File: src/common/acs_pkg.sv
// Constants and types shared by the converter sequencer.
package acs_pkg;

  // ----------------------------------------------------------------
  // Register map (byte addresses, one 32-bit word each)
  // ----------------------------------------------------------------
  localparam logic [4:0] OFF_CTRL_ONE = 5'h00;
  localparam logic [4:0] OFF_CTRL_TWO = 5'h04;
  localparam logic [4:0] OFF_AUX_TWO  = 5'h08;
  localparam logic [4:0] OFF_IRQ_CTRL = 5'h0C;
  localparam logic [4:0] OFF_RES_HIGH = 5'h10;
  localparam logic [4:0] OFF_RES_LOW  = 5'h14;

  // ----------------------------------------------------------------
  // Field positions
  // ----------------------------------------------------------------
  localparam int BIT_POWER_ON = 0;
  localparam int BIT_GO       = 1;
  localparam int BIT_FORMAT   = 7;
  localparam int BIT_CLK_HI   = 6;
  localparam int BIT_CLK_LO   = 4;
  localparam int BIT_REF_HI   = 1;
  localparam int BIT_DONE     = 0;
  localparam int BIT_IRQ_EN   = 1;
  localparam int BIT_GATE     = 2;

  // ----------------------------------------------------------------
  // Reset values
  // ----------------------------------------------------------------
  localparam logic [7:0] RST_BYTE   = 8'h00;
  localparam logic [2:0] RST_TRIG   = 3'h0;

  // ----------------------------------------------------------------
  // Conversion clock codes and divide ratios
  // ----------------------------------------------------------------
  localparam logic [2:0] CLK_DIV2  = 3'h0;
  localparam logic [2:0] CLK_DIV8  = 3'h1;
  localparam logic [2:0] CLK_DIV32 = 3'h2;
  localparam logic [2:0] CLK_DIV4  = 3'h4;
  localparam logic [2:0] CLK_DIV16 = 3'h5;
  localparam logic [2:0] CLK_DIV64 = 3'h6;
  localparam logic [6:0] DIV_2  = 7'h02;
  localparam logic [6:0] DIV_4  = 7'h04;
  localparam logic [6:0] DIV_8  = 7'h08;
  localparam logic [6:0] DIV_16 = 7'h10;
  localparam logic [6:0] DIV_32 = 7'h20;
  localparam logic [6:0] DIV_64 = 7'h40;
  // Trial code flop plus two comparator sync flops: shortest bit time.
  localparam logic [6:0] LOOP_CYCLES = 7'h04;

  // ----------------------------------------------------------------
  // Timing: one instruction is four oscillator periods
  // ----------------------------------------------------------------
  localparam int         OSC_PER_INSTR = 4;
  localparam logic [2:0] INSTR_CYCLES  = 3'(OSC_PER_INSTR);

  // Trigger source codes; 0 means no hardware trigger.
  localparam logic [2:0] TRIG_NONE = 3'h0;

  typedef enum logic [1:0] {
    ACS_IDLE  = 2'b00,
    ACS_DELAY = 2'b01,
    ACS_CONV  = 2'b10
  } acs_state_t;

endpackage

File: src/core/acs_sequencer.sv
// Converter sequencer with an Avalon-MM register slave.
`timescale 1ns/1ps
// Behaviour
// RQ1: Converter works only while the power-on bit is 1.
// RQ2: Writing 1 to the go bit starts a conversion.
// RQ3: Software should power on first and start in a later write.
// RQ4: At completion clear go, set done flag, load result bytes.
// RQ5: Clearing go mid-conversion stops and stores the partial result.
// RQ6: Unresolved bits of an aborted result copy the last resolved bit.
// RQ7: Reset restores registers, powers off and aborts any conversion.
// RQ8: With the RC clock, start waits one extra instruction cycle.
// RQ9: RC conversion finishing in sleep with interrupt enabled wakes core.
// RQ10: Finishing in sleep with interrupt off turns module off, bit stays.
// RQ11: Sleep with a non-RC clock aborts and turns off, bit stays.
// RQ12: Selected hardware trigger sets the go bit.
// RQ13: Software using triggers must meet acquisition timing itself.
// RQ14: Format bit 7 set gives right-justified, clear left-justified.
// RQ15: Clock select 000 divides by 2, 001 by 8.
// RQ16: Bits 3 and 2 of control two read as 0.
// RQ17: Interrupt enable gates the done flag onto the interrupt.
// RQ18: Peripheral gate must also be 1 for the interrupt to leave.
// RQ19: Go bit reads 1 throughout an active conversion.
// RQ20: A trigger while powered off starts nothing.
module acs_sequencer
  import acs_pkg::*;
#(
  parameter int RES_W = 10
) (
  input  wire logic        i_sys_clk,
  input  wire logic        i_reset_n,
  input  wire logic [4:0]  i_avs_address,
  input  wire logic        i_avs_read,
  input  wire logic        i_avs_write,
  input  wire logic [31:0] i_avs_writedata,
  input  wire logic [3:0]  i_avs_byteenable,
  output logic      [31:0] o_avs_readdata,
  output logic             o_avs_waitrequest,
  input  wire logic        i_cmp,
  input  wire logic        i_rc_clk,
  input  wire logic        i_sleep,
  input  wire logic [4:0]  i_trig,
  output logic [RES_W-1:0] o_dac_code,
  output logic             o_sample,
  output logic             o_irq,
  output logic             o_wake
);

  // Widths that the justify shifters and the bit index cannot serve.
  if (RES_W < 9 || RES_W > 16) begin : g_width_check
    $error("RES_W must lie between 9 and 16");
  end

  // ----------------------------------------------------------------
  // Reset release and input synchronisers
  // ----------------------------------------------------------------
  logic       rst_meta;
  logic       rst_n;
  logic [1:0] cmp_sync;
  logic [1:0] rc_sync;
  logic       rc_last;

  // Reset asserts at once but leaves on two clean edges.
  always_ff @(posedge i_sys_clk or negedge i_reset_n) begin
    if (!i_reset_n) begin
      rst_meta <= 1'b0;
      rst_n    <= 1'b0;
    end else begin
      rst_meta <= 1'b1;
      rst_n    <= rst_meta;
    end
  end

  // Comparator and RC clock come from the analog side.
  always_ff @(posedge i_sys_clk or negedge rst_n) begin
    if (!rst_n) begin
      cmp_sync <= 2'b00;
      rc_sync  <= 2'b00;
      rc_last  <= 1'b0;
    end else begin
      cmp_sync <= {cmp_sync[0], i_cmp};
      rc_sync  <= {rc_sync[0], i_rc_clk};
      rc_last  <= rc_sync[1];
    end
  end

  // ----------------------------------------------------------------
  // Registers and state
  // ----------------------------------------------------------------
  logic             power_on;
  logic             format_right;
  logic [2:0]       clk_sel;
  logic [1:0]       ref_sel;
  logic [2:0]       trig_sel;
  logic             done_flag;
  logic             irq_en;
  logic             gate;
  logic [7:0]       res_high;
  logic [7:0]       res_low;
  logic             sleep_off;
  acs_state_t       state;
  logic [3:0]       bit_idx;
  logic [RES_W-1:0] sar;
  logic [6:0]       div_cnt;
  logic [2:0]       dly_cnt;
  logic             ack;

  logic       acc_wr;
  logic       wr_ctrl1;
  logic       powered;
  logic       use_rc;
  logic [6:0] div_ratio;
  logic [6:0] bit_len;
  logic       settled;
  logic       conv_tick;
  logic       trig_hit;
  logic       start_req;
  logic       abort_req;
  logic       sleep_abort;
  logic       finish;
  logic       partial;
  logic [RES_W-1:0] final_res;
  logic [RES_W-1:0] store_val;

  // A write lands on the edge where waitrequest is low.
  assign acc_wr   = i_avs_write & ack & i_avs_byteenable[0];
  assign wr_ctrl1 = acc_wr & (i_avs_address == OFF_CTRL_ONE);
  // RQ1 power-on gating
  assign powered  = power_on & ~sleep_off;
  assign use_rc   = (clk_sel[1:0] == 2'b11);

  // RQ15 clock divide decode
  always_comb begin
    unique case (clk_sel)
      CLK_DIV2:  div_ratio = DIV_2;
      CLK_DIV8:  div_ratio = DIV_8;
      CLK_DIV32: div_ratio = DIV_32;
      CLK_DIV4:  div_ratio = DIV_4;
      CLK_DIV16: div_ratio = DIV_16;
      CLK_DIV64: div_ratio = DIV_64;
      default:   div_ratio = DIV_2;
    endcase
  end

  // The comparator answer for a new trial code needs four cycles to come
  // back, so the fastest divide spends two of its periods on each bit.
  assign bit_len   = (div_ratio < LOOP_CYCLES) ? LOOP_CYCLES : div_ratio;
  // An RC edge that comes before the comparator has settled is skipped.
  assign settled   = (div_cnt >= LOOP_CYCLES - 7'd1);
  // Conversion clock: a rising RC edge or the end of a bit period.
  assign conv_tick = use_rc ? (rc_sync[1] & ~rc_last & settled)
                            : (div_cnt == bit_len - 7'd1);

  // RQ12 trigger select; RQ20 powered only
  assign trig_hit = (trig_sel != TRIG_NONE) && (trig_sel <= 3'd5) &&
                    i_trig[trig_sel - 3'd1] && powered;
  // RQ2 software start
  assign start_req = (state == ACS_IDLE) && powered &&
                     ((wr_ctrl1 && i_avs_writedata[BIT_GO] && power_on) ||
                      trig_hit);
  // RQ5 software abort
  assign abort_req = (state != ACS_IDLE) && wr_ctrl1 &&
                     !i_avs_writedata[BIT_GO];
  // RQ11 sleep without the RC clock
  assign sleep_abort = (state != ACS_IDLE) &&
                       ((i_sleep && !use_rc) || !powered);
  assign finish  = (state == ACS_CONV) && conv_tick && (bit_idx == 4'd0) &&
                   !abort_req && !sleep_abort;
  assign partial = abort_req && !sleep_abort;

  // RQ6 fill unresolved bits with the last resolved one
  always_comb begin
    final_res    = sar;
    final_res[0] = cmp_sync[1];
    store_val    = sar;
    for (int k = 0; k < RES_W; k++) begin
      if (k <= int'(bit_idx)) begin
        store_val[k] = (int'(bit_idx) == RES_W - 1) ? 1'b0
                       : sar[bit_idx + 4'd1];
      end
    end
    if (state == ACS_DELAY) begin
      store_val = '0;
    end
  end

  // ----------------------------------------------------------------
  // Sequencer
  // ----------------------------------------------------------------
  // RQ4 RQ8 RQ19 conversion steps
  always_ff @(posedge i_sys_clk or negedge rst_n) begin
    if (!rst_n) begin
      state   <= ACS_IDLE;
      bit_idx <= 4'd0;
      sar     <= '0;
      dly_cnt <= 3'd0;
    end else begin
      unique case (state)
        ACS_IDLE: begin
          if (start_req) begin
            sar     <= '0;
            bit_idx <= 4'(RES_W - 1);
            dly_cnt <= INSTR_CYCLES;
            state   <= use_rc ? ACS_DELAY : ACS_CONV;
          end
        end
        ACS_DELAY: begin
          if (abort_req || sleep_abort) begin
            state <= ACS_IDLE;
          end else if (dly_cnt == 3'd1) begin
            state <= ACS_CONV;
          end else begin
            dly_cnt <= dly_cnt - 3'd1;
          end
        end
        ACS_CONV: begin
          if (abort_req || sleep_abort) begin
            state <= ACS_IDLE;
          end else if (conv_tick) begin
            // Keep the trial bit when the input is at or above it.
            sar[bit_idx] <= cmp_sync[1];
            if (bit_idx == 4'd0) begin
              state <= ACS_IDLE;
            end else begin
              bit_idx <= bit_idx - 4'd1;
            end
          end
        end
        default: state <= ACS_IDLE;
      endcase
    end
  end

  // Divider restarts with each conversion so every bit gets a full period.
  always_ff @(posedge i_sys_clk or negedge rst_n) begin
    if (!rst_n) begin
      div_cnt <= 7'd0;
    end else if (state != ACS_CONV || conv_tick) begin
      div_cnt <= 7'd0;
    end else begin
      div_cnt <= div_cnt + 7'd1;
    end
  end

  // Trial code for the DAC: resolved bits plus the bit under test.
  always_ff @(posedge i_sys_clk or negedge rst_n) begin
    if (!rst_n) begin
      o_dac_code <= '0;
      o_sample   <= 1'b0;
    end else begin
      o_dac_code <= (state == ACS_CONV)
                    ? (sar | (RES_W'(1) << bit_idx)) : '0;
      o_sample   <= (state == ACS_DELAY);
    end
  end

  // RQ10 RQ11 module off in sleep, power-on bit untouched
  always_ff @(posedge i_sys_clk or negedge rst_n) begin
    if (!rst_n) begin
      sleep_off <= 1'b0;
    end else if (!i_sleep) begin
      sleep_off <= 1'b0;
    end else if ((finish && !irq_en) || (state != ACS_IDLE && !use_rc)) begin
      sleep_off <= 1'b1;
    end
  end

  // RQ4 RQ5 RQ14 result store, justified by the format bit
  always_ff @(posedge i_sys_clk or negedge rst_n) begin
    if (!rst_n) begin
      res_high <= RST_BYTE;
      res_low  <= RST_BYTE;
    end else if (finish || partial) begin
      if (format_right) begin
        res_high <= 8'((finish ? final_res : store_val) >> 8);
        res_low  <= (finish ? final_res[7:0] : store_val[7:0]);
      end else begin
        res_high <= 8'((finish ? final_res : store_val) >> (RES_W - 8));
        res_low  <= 8'((finish ? final_res : store_val) << (16 - RES_W));
      end
    end
  end

  // ----------------------------------------------------------------
  // Register writes
  // ----------------------------------------------------------------
  // RQ7 reset values for all control bits
  always_ff @(posedge i_sys_clk or negedge rst_n) begin
    if (!rst_n) begin
      power_on     <= 1'b0;
      format_right <= 1'b0;
      clk_sel      <= 3'h0;
      ref_sel      <= 2'h0;
      trig_sel     <= RST_TRIG;
      irq_en       <= 1'b0;
      gate         <= 1'b0;
    end else if (acc_wr) begin
      unique case (i_avs_address)
        OFF_CTRL_ONE: power_on <= i_avs_writedata[BIT_POWER_ON];
        OFF_CTRL_TWO: begin
          format_right <= i_avs_writedata[BIT_FORMAT];
          clk_sel      <= i_avs_writedata[BIT_CLK_HI:BIT_CLK_LO];
          ref_sel      <= i_avs_writedata[BIT_REF_HI:0];
        end
        OFF_AUX_TWO: trig_sel <= i_avs_writedata[2:0];
        OFF_IRQ_CTRL: begin
          irq_en <= i_avs_writedata[BIT_IRQ_EN];
          gate   <= i_avs_writedata[BIT_GATE];
        end
        default: ;
      endcase
    end
  end

  // RQ4 done flag: completion wins over a software clear.
  always_ff @(posedge i_sys_clk or negedge rst_n) begin
    if (!rst_n) begin
      done_flag <= 1'b0;
    end else if (finish) begin
      done_flag <= 1'b1;
    end else if (acc_wr && i_avs_address == OFF_IRQ_CTRL) begin
      done_flag <= i_avs_writedata[BIT_DONE];
    end
  end

  // RQ17 RQ18 interrupt gating; RQ9 wake pulse
  always_ff @(posedge i_sys_clk or negedge rst_n) begin
    if (!rst_n) begin
      o_irq  <= 1'b0;
      o_wake <= 1'b0;
    end else begin
      o_irq  <= done_flag & irq_en & gate;
      o_wake <= finish & i_sleep & irq_en & use_rc;
    end
  end

  // ----------------------------------------------------------------
  // Avalon read path: one wait cycle, data registered
  // ----------------------------------------------------------------
  always_ff @(posedge i_sys_clk or negedge rst_n) begin
    if (!rst_n) begin
      ack            <= 1'b0;
      o_avs_readdata <= 32'h0000_0000;
    end else begin
      ack            <= (i_avs_read | i_avs_write) & ~ack;
      o_avs_readdata <= 32'h0000_0000;
      if (i_avs_read && !ack) begin
        unique case (i_avs_address)
          // RQ19 go bit shows busy
          OFF_CTRL_ONE:
            o_avs_readdata[1:0] <= {state != ACS_IDLE, power_on};
          // RQ16 bits 3 and 2 read zero
          OFF_CTRL_TWO:
            o_avs_readdata[7:0] <= {format_right, clk_sel, 2'b00, ref_sel};
          OFF_AUX_TWO:  o_avs_readdata[2:0] <= trig_sel;
          OFF_IRQ_CTRL:
            o_avs_readdata[2:0] <= {gate, irq_en, done_flag};
          OFF_RES_HIGH: o_avs_readdata[7:0] <= res_high;
          OFF_RES_LOW:  o_avs_readdata[7:0] <= res_low;
          default:      ;
        endcase
      end
    end
  end

  assign o_avs_waitrequest = (i_avs_read | i_avs_write) & ~ack;
endmodule

File: config.mk
export PLATFORM = sky130hd
export DESIGN_NAME = acs_sequencer
export DESIGN_NICKNAME = d
export VERILOG_FILES = /design/src/common/acs_pkg.sv /design/src/core/acs_sequencer.sv
export SDC_FILE = /design/constraint.sdc
export NUM_CORES = 1
export LEC_CHECK = 0
export BUFFER_PORTS_ARGS = -buffer_cell sky130_fd_sc_hd__buf_2
export CORE_ASPECT_RATIO = 2
export CORE_MARGIN = 3
export CORE_UTILIZATION = 50
export DETAILED_ROUTE_END_ITERATION = 8
export GPL_ROUTABILITY_DRIVEN = 0
export PLACE_DENSITY = 0.74
export SETUP_SLACK_MARGIN = 0.5
export SLEW_MARGIN = 25
export SYNTH_ARGS = -nofsm -noshare
export SYNTH_HDL_FRONTEND = slang
export SYNTH_SLANG_ARGS = --single-unit
File: constraint.sdc
create_clock -name i_sys_clk -period 4.95 [get_ports i_sys_clk]
set_input_delay 0.7425 -clock i_sys_clk [delete_from_list [all_inputs] [get_ports i_sys_clk]]
set_output_delay 0.7425 -clock i_sys_clk [all_outputs]
set_load 0.02 [all_outputs]
==> impl_metrics.env, run 1 <==
export IMPL_syn2layout_area_growth_pct=10.71
export IMPL_yosysSeqAreaShare_pct=44.74
export IMPL_met3_usage_pct=4.272
export IMPL_worst_setup_path_start_kind="flip-flop"
export IMPL_finalCriticalPeriod_ns=3.149
export IMPL_mostFrequentLayoutCells="dfrtp_1 (84), nand2_1 (54), nor2_1 (51)"
export IMPL_ys_warn_count=0
export IMPL_rsz0062_at_grt="false"
export IMPL_post_place_ws_ns=1.657
export IMPL_nets=599
export IMPL_dp_hpwl_um=8145
export IMPL_max_cap_viol_count=0
export IMPL_diodes=0
export IMPL_via_count=3673
export IMPL_dieArea_um2=10790
export IMPL_crit_type="reg2reg"
export IMPL_avgSynthCellArea_um2=9.803
export IMPL_power_density_nw_per_um2=366.2
export IMPL_fin_tns_setup_ns=0
export IMPL_cts_hold_buf=0
export IMPL_crit_arrival_ns=3.37
export IMPL_fin_skew_ns=0.006305
export IMPL_use_met2_pct=39.28
export IMPL_route_detailed_drc=0
export IMPL_core_um2=9135
export IMPL_setup_ws_ns=1.801
export IMPL_hold_viol=0
export IMPL_end_kind="flip-flop"
export IMPL_synth_area_um2=4755
export IMPL_slew_limit_headroom_pct=41.51
export IMPL_final_common_cell="dfrtp_1"
export IMPL_grt_most_used_layer="met2"
export IMPL_drt_iter0_drc=243
export IMPL_avgRoutedWirePerCell_um=17.31
export IMPL_async_flop_share_pct=100.0
export IMPL_numCtsBuffers=9
export IMPL_outcome="finished, final reports clean"
export IMPL_drive_above_1_share_pct=18.76
export IMPL_grt_pass1_vias=3701
export IMPL_std_cell_rows=49
export IMPL_synthCells=485
export IMPL_finalPower_w=0.001928
export IMPL_setup_viol=0
export IMPL_die_x_um=74.96
export IMPL_worstMarginPinSlew_ns=0.8652
export IMPL_drv_slew=0
export IMPL_synth_ff_type="dfrtp_1"
export IMPL_ios=99
export IMPL_final_util_pct=57.62
export IMPL_post_cts_buffers=0
export IMPL_initial_core_util_pct=52.05
export IMPL_grt_ovfl_total=0
export IMPL_cts_tree="built"
export IMPL_viasPerCell=5.784
export IMPL_use_met1_pct=22.17
export IMPL_drt_pass1_iter_count=5
export IMPL_grt_max_degree=84
export IMPL_synth_edf_count=0
export IMPL_die_y_um=143.9
export IMPL_clock_latency_ns=0.34
export IMPL_antenna_found_initial=0
export IMPL_synth_seq_cells=85
export IMPL_leakagePower_nw=2.420
export IMPL_ys_types=66
export IMPL_clkTransAtPathRegs_ns=0.06
export IMPL_worstPathRequired_ns=5.17
export IMPL_cts_root_buffer="clkbuf_16"
export IMPL_fin_crit_sh_pct=63.62
export IMPL_crit_path_max_fanout=12
export IMPL_antenna_left=0
export IMPL_r2r_cells=10
export IMPL_min_path_type="in2async"
export IMPL_ctsLongestPathBuffers=2
export IMPL_grt_pass1_wl_um=17710
export IMPL_cts_sinks=85
export IMPL_track_usage_pct=21.82
export IMPL_routed_wl_um=11000
export IMPL_ir_drop_v=0.0002259
export IMPL_fmax_ghz=0.3175
export IMPL_cts_resized=0
export IMPL_port_buffers=46
export IMPL_cts_max_level=3
## cell type report
| type | count | area, µm² |
|---|---|---|
| multi-input combinational | 361 | 2370 |
| sequential | 85 | 2131 |
| fill | 782 | 3871 |
| tap | 102 | 127.6 |
| clock inverter | 3 | 20.02 |
| clock buffer | 13 | 260.3 |
| inverter | 22 | 82.58 |
| timing repair buffer | 49 | 272.8 |
## sequential cells by signal (all words and copies together) (netlist names), 4 cells and up
name,flops
res_low,8
res_high,8
bit_idx,4
sar,10
o_dac_code,10
o_avs_readdata,8
div_cnt,7
## final timing paths
kind | start | endpoint | slack, ns
max | clk_sel[1] | res_high[6] | 1.80
min | i_reset_n | rst_n | 0.17
max reg2reg | clk_sel[1] | res_high[6] | 1.80
min reg2reg | rst_n | o_dac_code[7] | 0.26
max in group asynchronous | rst_n | o_dac_code[3] | 4.09
min in group i_sys_clk | rc_sync[0] | rc_sync[1] | 0.35
## where the power goes
part | switching [W] | internal [W]
clock | 0.000261 | 0.000367
sequential | 0.0000688 | 0.000738
combinational | 0.000310 | 0.000184
total | 0.000639 | 0.00129
## through the flow
step                cell area [µm²]  cells  hold slack (ns)
floorplan                      4841    508           0.3312
global placement               4956    618           0.3315
detailed placement             4956    618           0.3347
CTS                            5236    634           0.1663
global route                   5264    635           0.1628
finish                         5264    635           0.1743
## per-layer routing
layer | up-vias | share of wire, %
met5 | - | 0
met4 | 0 | 3.9
met3 | 30 | 4.6
met2 | 120 | 56
met1 | 1781 | 35
li1 | 1742 | -
## worst max-delay path, cell delays in order (launching register included)
cell and delay [ns]:
dfrtp_1 0.45, inv_1 0.18, ha_1 0.36, xor2_1 0.19
nor4_1 0.23, mux2_2 0.20, o211ai_2 0.22, a21oi_1 0.20
buf_4 0.19, or2_1 0.45, mux2_4 0.35
## cells by family (layout without fill, tap and decap cells)
family | count (synthesis) | after routing | synth area share [%]
AND/OR/NAND/NOR | 172 | 172 | 17.16
buffers and inverters | 62 | 87 | 7.237
AO/OA/AOI/OAI | 101 | 101 | 14.61
adder cells (fa/ha/maj) | 18 | 18 | 4.737
XOR/XNOR | 10 | 10 | 1.842
flip-flops | 85 | 85 | 44.74
multiplexers | 35 | 35 | 9.526
other | 2 | 25 | 0.1580
## synth_stat cells (8+ instances only)
cell type	number	share of area (%)
dfrtp_1	85	45
nand2_1	54	4.3
nor2_1	51	4.0
buf_4	25	3.9
inv_1	19	1.5
nand3_1	19	2.0
ha_1	18	4.7
o21ai_0	18	1.9
a21oi_1	16	1.7
mux2_2	14	3.3
o2bb2ai_1	11	2.0
clkbuf_1	10	0.79
mux2i_1	10	2.1
a31oi_1	9	1.2
nor3_1	8	0.84
Note: power is estimated with default switching activity, not from simulation.
==> run 2, diff against run 1 <==
- PLACE_DENSITY: 0.74 -> 0.77
- clock period: 4.95 -> 2.85 ns (I/O delays scaled with it)
==> run 2 against run 1 <==
Setup slack worse by 1.5 ns. Global-route usage grew 1.9 points. Clock skew barely moved. Highest routed layer unchanged. Clock power grew 71%. Maximum frequency increased by 26%. Design area is 14% higher. Register-to-register slack worse by 1.5 ns. Via count is 8.4% higher. Sequential power grew 72%. Critical endpoint is now sar[9]. Core utilization grew 8.2 points.
==> impl_metrics.env, run 2 (same netlist as run 1, synthesis figures left out) <==
export IMPL_outcome="finished, final reports clean"
export IMPL_cts_sinks=85
export IMPL_die_y_um=143.9
export IMPL_numCtsBuffers=9
export IMPL_nets=636
export IMPL_drt_iter0_drc=218
export IMPL_combPwrFrac_pct=34.2
export IMPL_fin_skew_ns=0.006032
export IMPL_crit_path_max_fanout=6
export IMPL_drt_pass1_iter_count=4
export IMPL_clock_latency_ns=0.34
export IMPL_fmax_ghz=0.3999
export IMPL_via_count=3982
export IMPL_syn2layout_area_growth_pct=26.47
export IMPL_swShare_pct=34.26
export IMPL_grt_max_degree=61
export IMPL_route_detailed_drc=0
export IMPL_track_usage_pct=23.70
export IMPL_fin_crit_sh_pct=87.74
export IMPL_grt_pass1_wl_um=19110
export IMPL_cts_max_level=3
export IMPL_drv_slew=0
export IMPL_crit_arrival_ns=2.72
export IMPL_die_x_um=74.96
export IMPL_cts_root_buffer="clkbuf_16"
export IMPL_port_buffers=46
export IMPL_internal_power_w=0.002453
export IMPL_worst_setup_path_start_kind="flip-flop"
export IMPL_worstMarginPinSlew_ns=0.8107
export IMPL_max_cap_viol_count=0
export IMPL_ir_drop_v=0.0004708
export IMPL_hold_viol=0
export IMPL_dieArea_um2=10790
export IMPL_core_um2=9135
export IMPL_final_cell_area_um2=6013
export IMPL_ctsLongestPathBuffers=2
export IMPL_ios=99
export IMPL_end_kind="flip-flop"
export IMPL_power_density_nw_per_um2=620.5
export IMPL_p_clk_share_pct=28.7
export IMPL_switching_power_w=0.001278
export IMPL_finalCriticalPeriod_ns=2.501
export IMPL_routed_wl_um=12600
export IMPL_viasPerCell=5.926
export IMPL_setup_viol=0
export IMPL_drive_above_1_share_pct=36.14
export IMPL_leakagePower_nw=2.633
export IMPL_dp_hpwl_um=8346
export IMPL_antenna_left=0
export IMPL_slew_limit_headroom_pct=45.96
export IMPL_final_common_cell="dfrtp_1"
export IMPL_placedInstanceArea_um2=5094
export IMPL_std_cell_rows=49
export IMPL_p_seq_share_pct=37.2
export IMPL_antenna_found_initial=0
export IMPL_cts_tree="built"
export IMPL_grt_pass1_vias=4000
export IMPL_mostFrequentLayoutCells="dfrtp_1 (79), nand2_1 (52), nor2_1 (46), buf_2 (46), buf_4 (28)"
export IMPL_diodes=0
export IMPL_crit_type="reg2reg"
export IMPL_rsz0062_at_grt="true"
export IMPL_fin_tns_setup_ns=0
export IMPL_min_path_type="in2reg"
export IMPL_grt_ovfl_total=0
export IMPL_seq_area_um2=2137
export IMPL_clkTransAtPathRegs_ns=0.06
export IMPL_initial_core_util_pct=52.05
export IMPL_avgRoutedWirePerCell_um=18.74
export IMPL_worstPathRequired_ns=3.07
export IMPL_top_regs="o_dac_code: 10 flops, sar: 10 flops"
export IMPL_nFillCells=691
export IMPL_multiInputGateArea_um2=2821
[run 2: path summary, 6_finish.rpt]
check / cells after the start / slack (ns) / from / end
worst max-delay path: 13 / 0.35 / clk_sel[1] / sar[9]
worst min-delay path: 1 / 0.19 / i_cmp / cmp_sync[0]
worst max register to register: 13 / 0.35 / clk_sel[1] / sar[9]
worst min register to register: 0 / 0.35 / rst_meta / rst_n
max in group asynchronous: 1 / 1.72 / rst_n / res_low[5]
min in group asynchronous: 2 / 0.40 / i_reset_n / rst_n
[run 2: final cells by class]
type                            count  share of cell area [%]
Multi-Input combinational cell    363                   46.92
Tap cell                          102                   2.122
Inverter                           22                   1.540
Clock inverter                      4                  0.3953
Timing Repair Buffer               84                   9.384
Clock buffer                       12                   4.099
Sequential cell                    85                   35.54
[run 2: stage by stage]
stage	total power, W	setup WS, ns	utilization (%)	instances	hold slack [ns]
3_3_place_gp	0.002290	0.1805	55.76	630	0.2136
3_5_place_dp	0.002330	0.07702	55.76	630	0.2154
2_1_floorplan	0.002107	0.4762	-	508	0.1319
4_1_cts	0.003547	0.4039	62.68	666	0.1799
5_1_grt	0.003907	0.2310	65.83	672	0.1892
6_report	0.003731	0.3495	65.83	672	0.1868
[run 2: repair_timing]
item                                    4_1_cts  5_1_grt
gates resized for setup                      54       47
pin swaps                                    13       21
gates cloned                                  2        0
setup buffers                                17        6
hold endpoints to repair                      2        0
hold buffers                                  1        0
endpoints found under the setup margin       33       32
[run 2: power by group through the flow]
| stage | clock network [W] | logic, W | registers [W] |
|---|---|---|---|
| CTS | 0.00109 | 0.00106 | 0.00140 |
| floorplan | 0 | 0.000727 | 0.00138 |
| global route | 0.00113 | 0.00138 | 0.00140 |
| finish | 0.00107 | 0.00128 | 0.00139 |
| detailed placement | 0 | 0.000904 | 0.00143 |
| global placement | 0 | 0.000872 | 0.00142 |
[run 2: per-layer routing]
| layer | vias up | track usage, % | routed length [µm] |
|---|---|---|---|
| li1 | 1832 | - | - |
| met1 | 1946 | 23.98 | 4448 |
| met5 | - | 0 | 0 |
| met4 | 0 | 17.64 | 809 |
| met3 | 57 | 4.412 | 514 |
| met2 | 147 | 41.21 | 6823 |
[run 2: worst max-delay path: stages, from the launching register on]
cell and delay, ns:
dfrtp_2 0.43, inv_4 0.07, ha_4 0.17, nor3b_2 0.20, o211a_1 0.22, buf_4 0.16
xnor2_4 0.12, o211ai_4 0.15, buf_6 0.15, a22oi_4 0.19, buf_12 0.15, buf_6 0.09
a21boi_2 0.16, o22ai_2 0.09
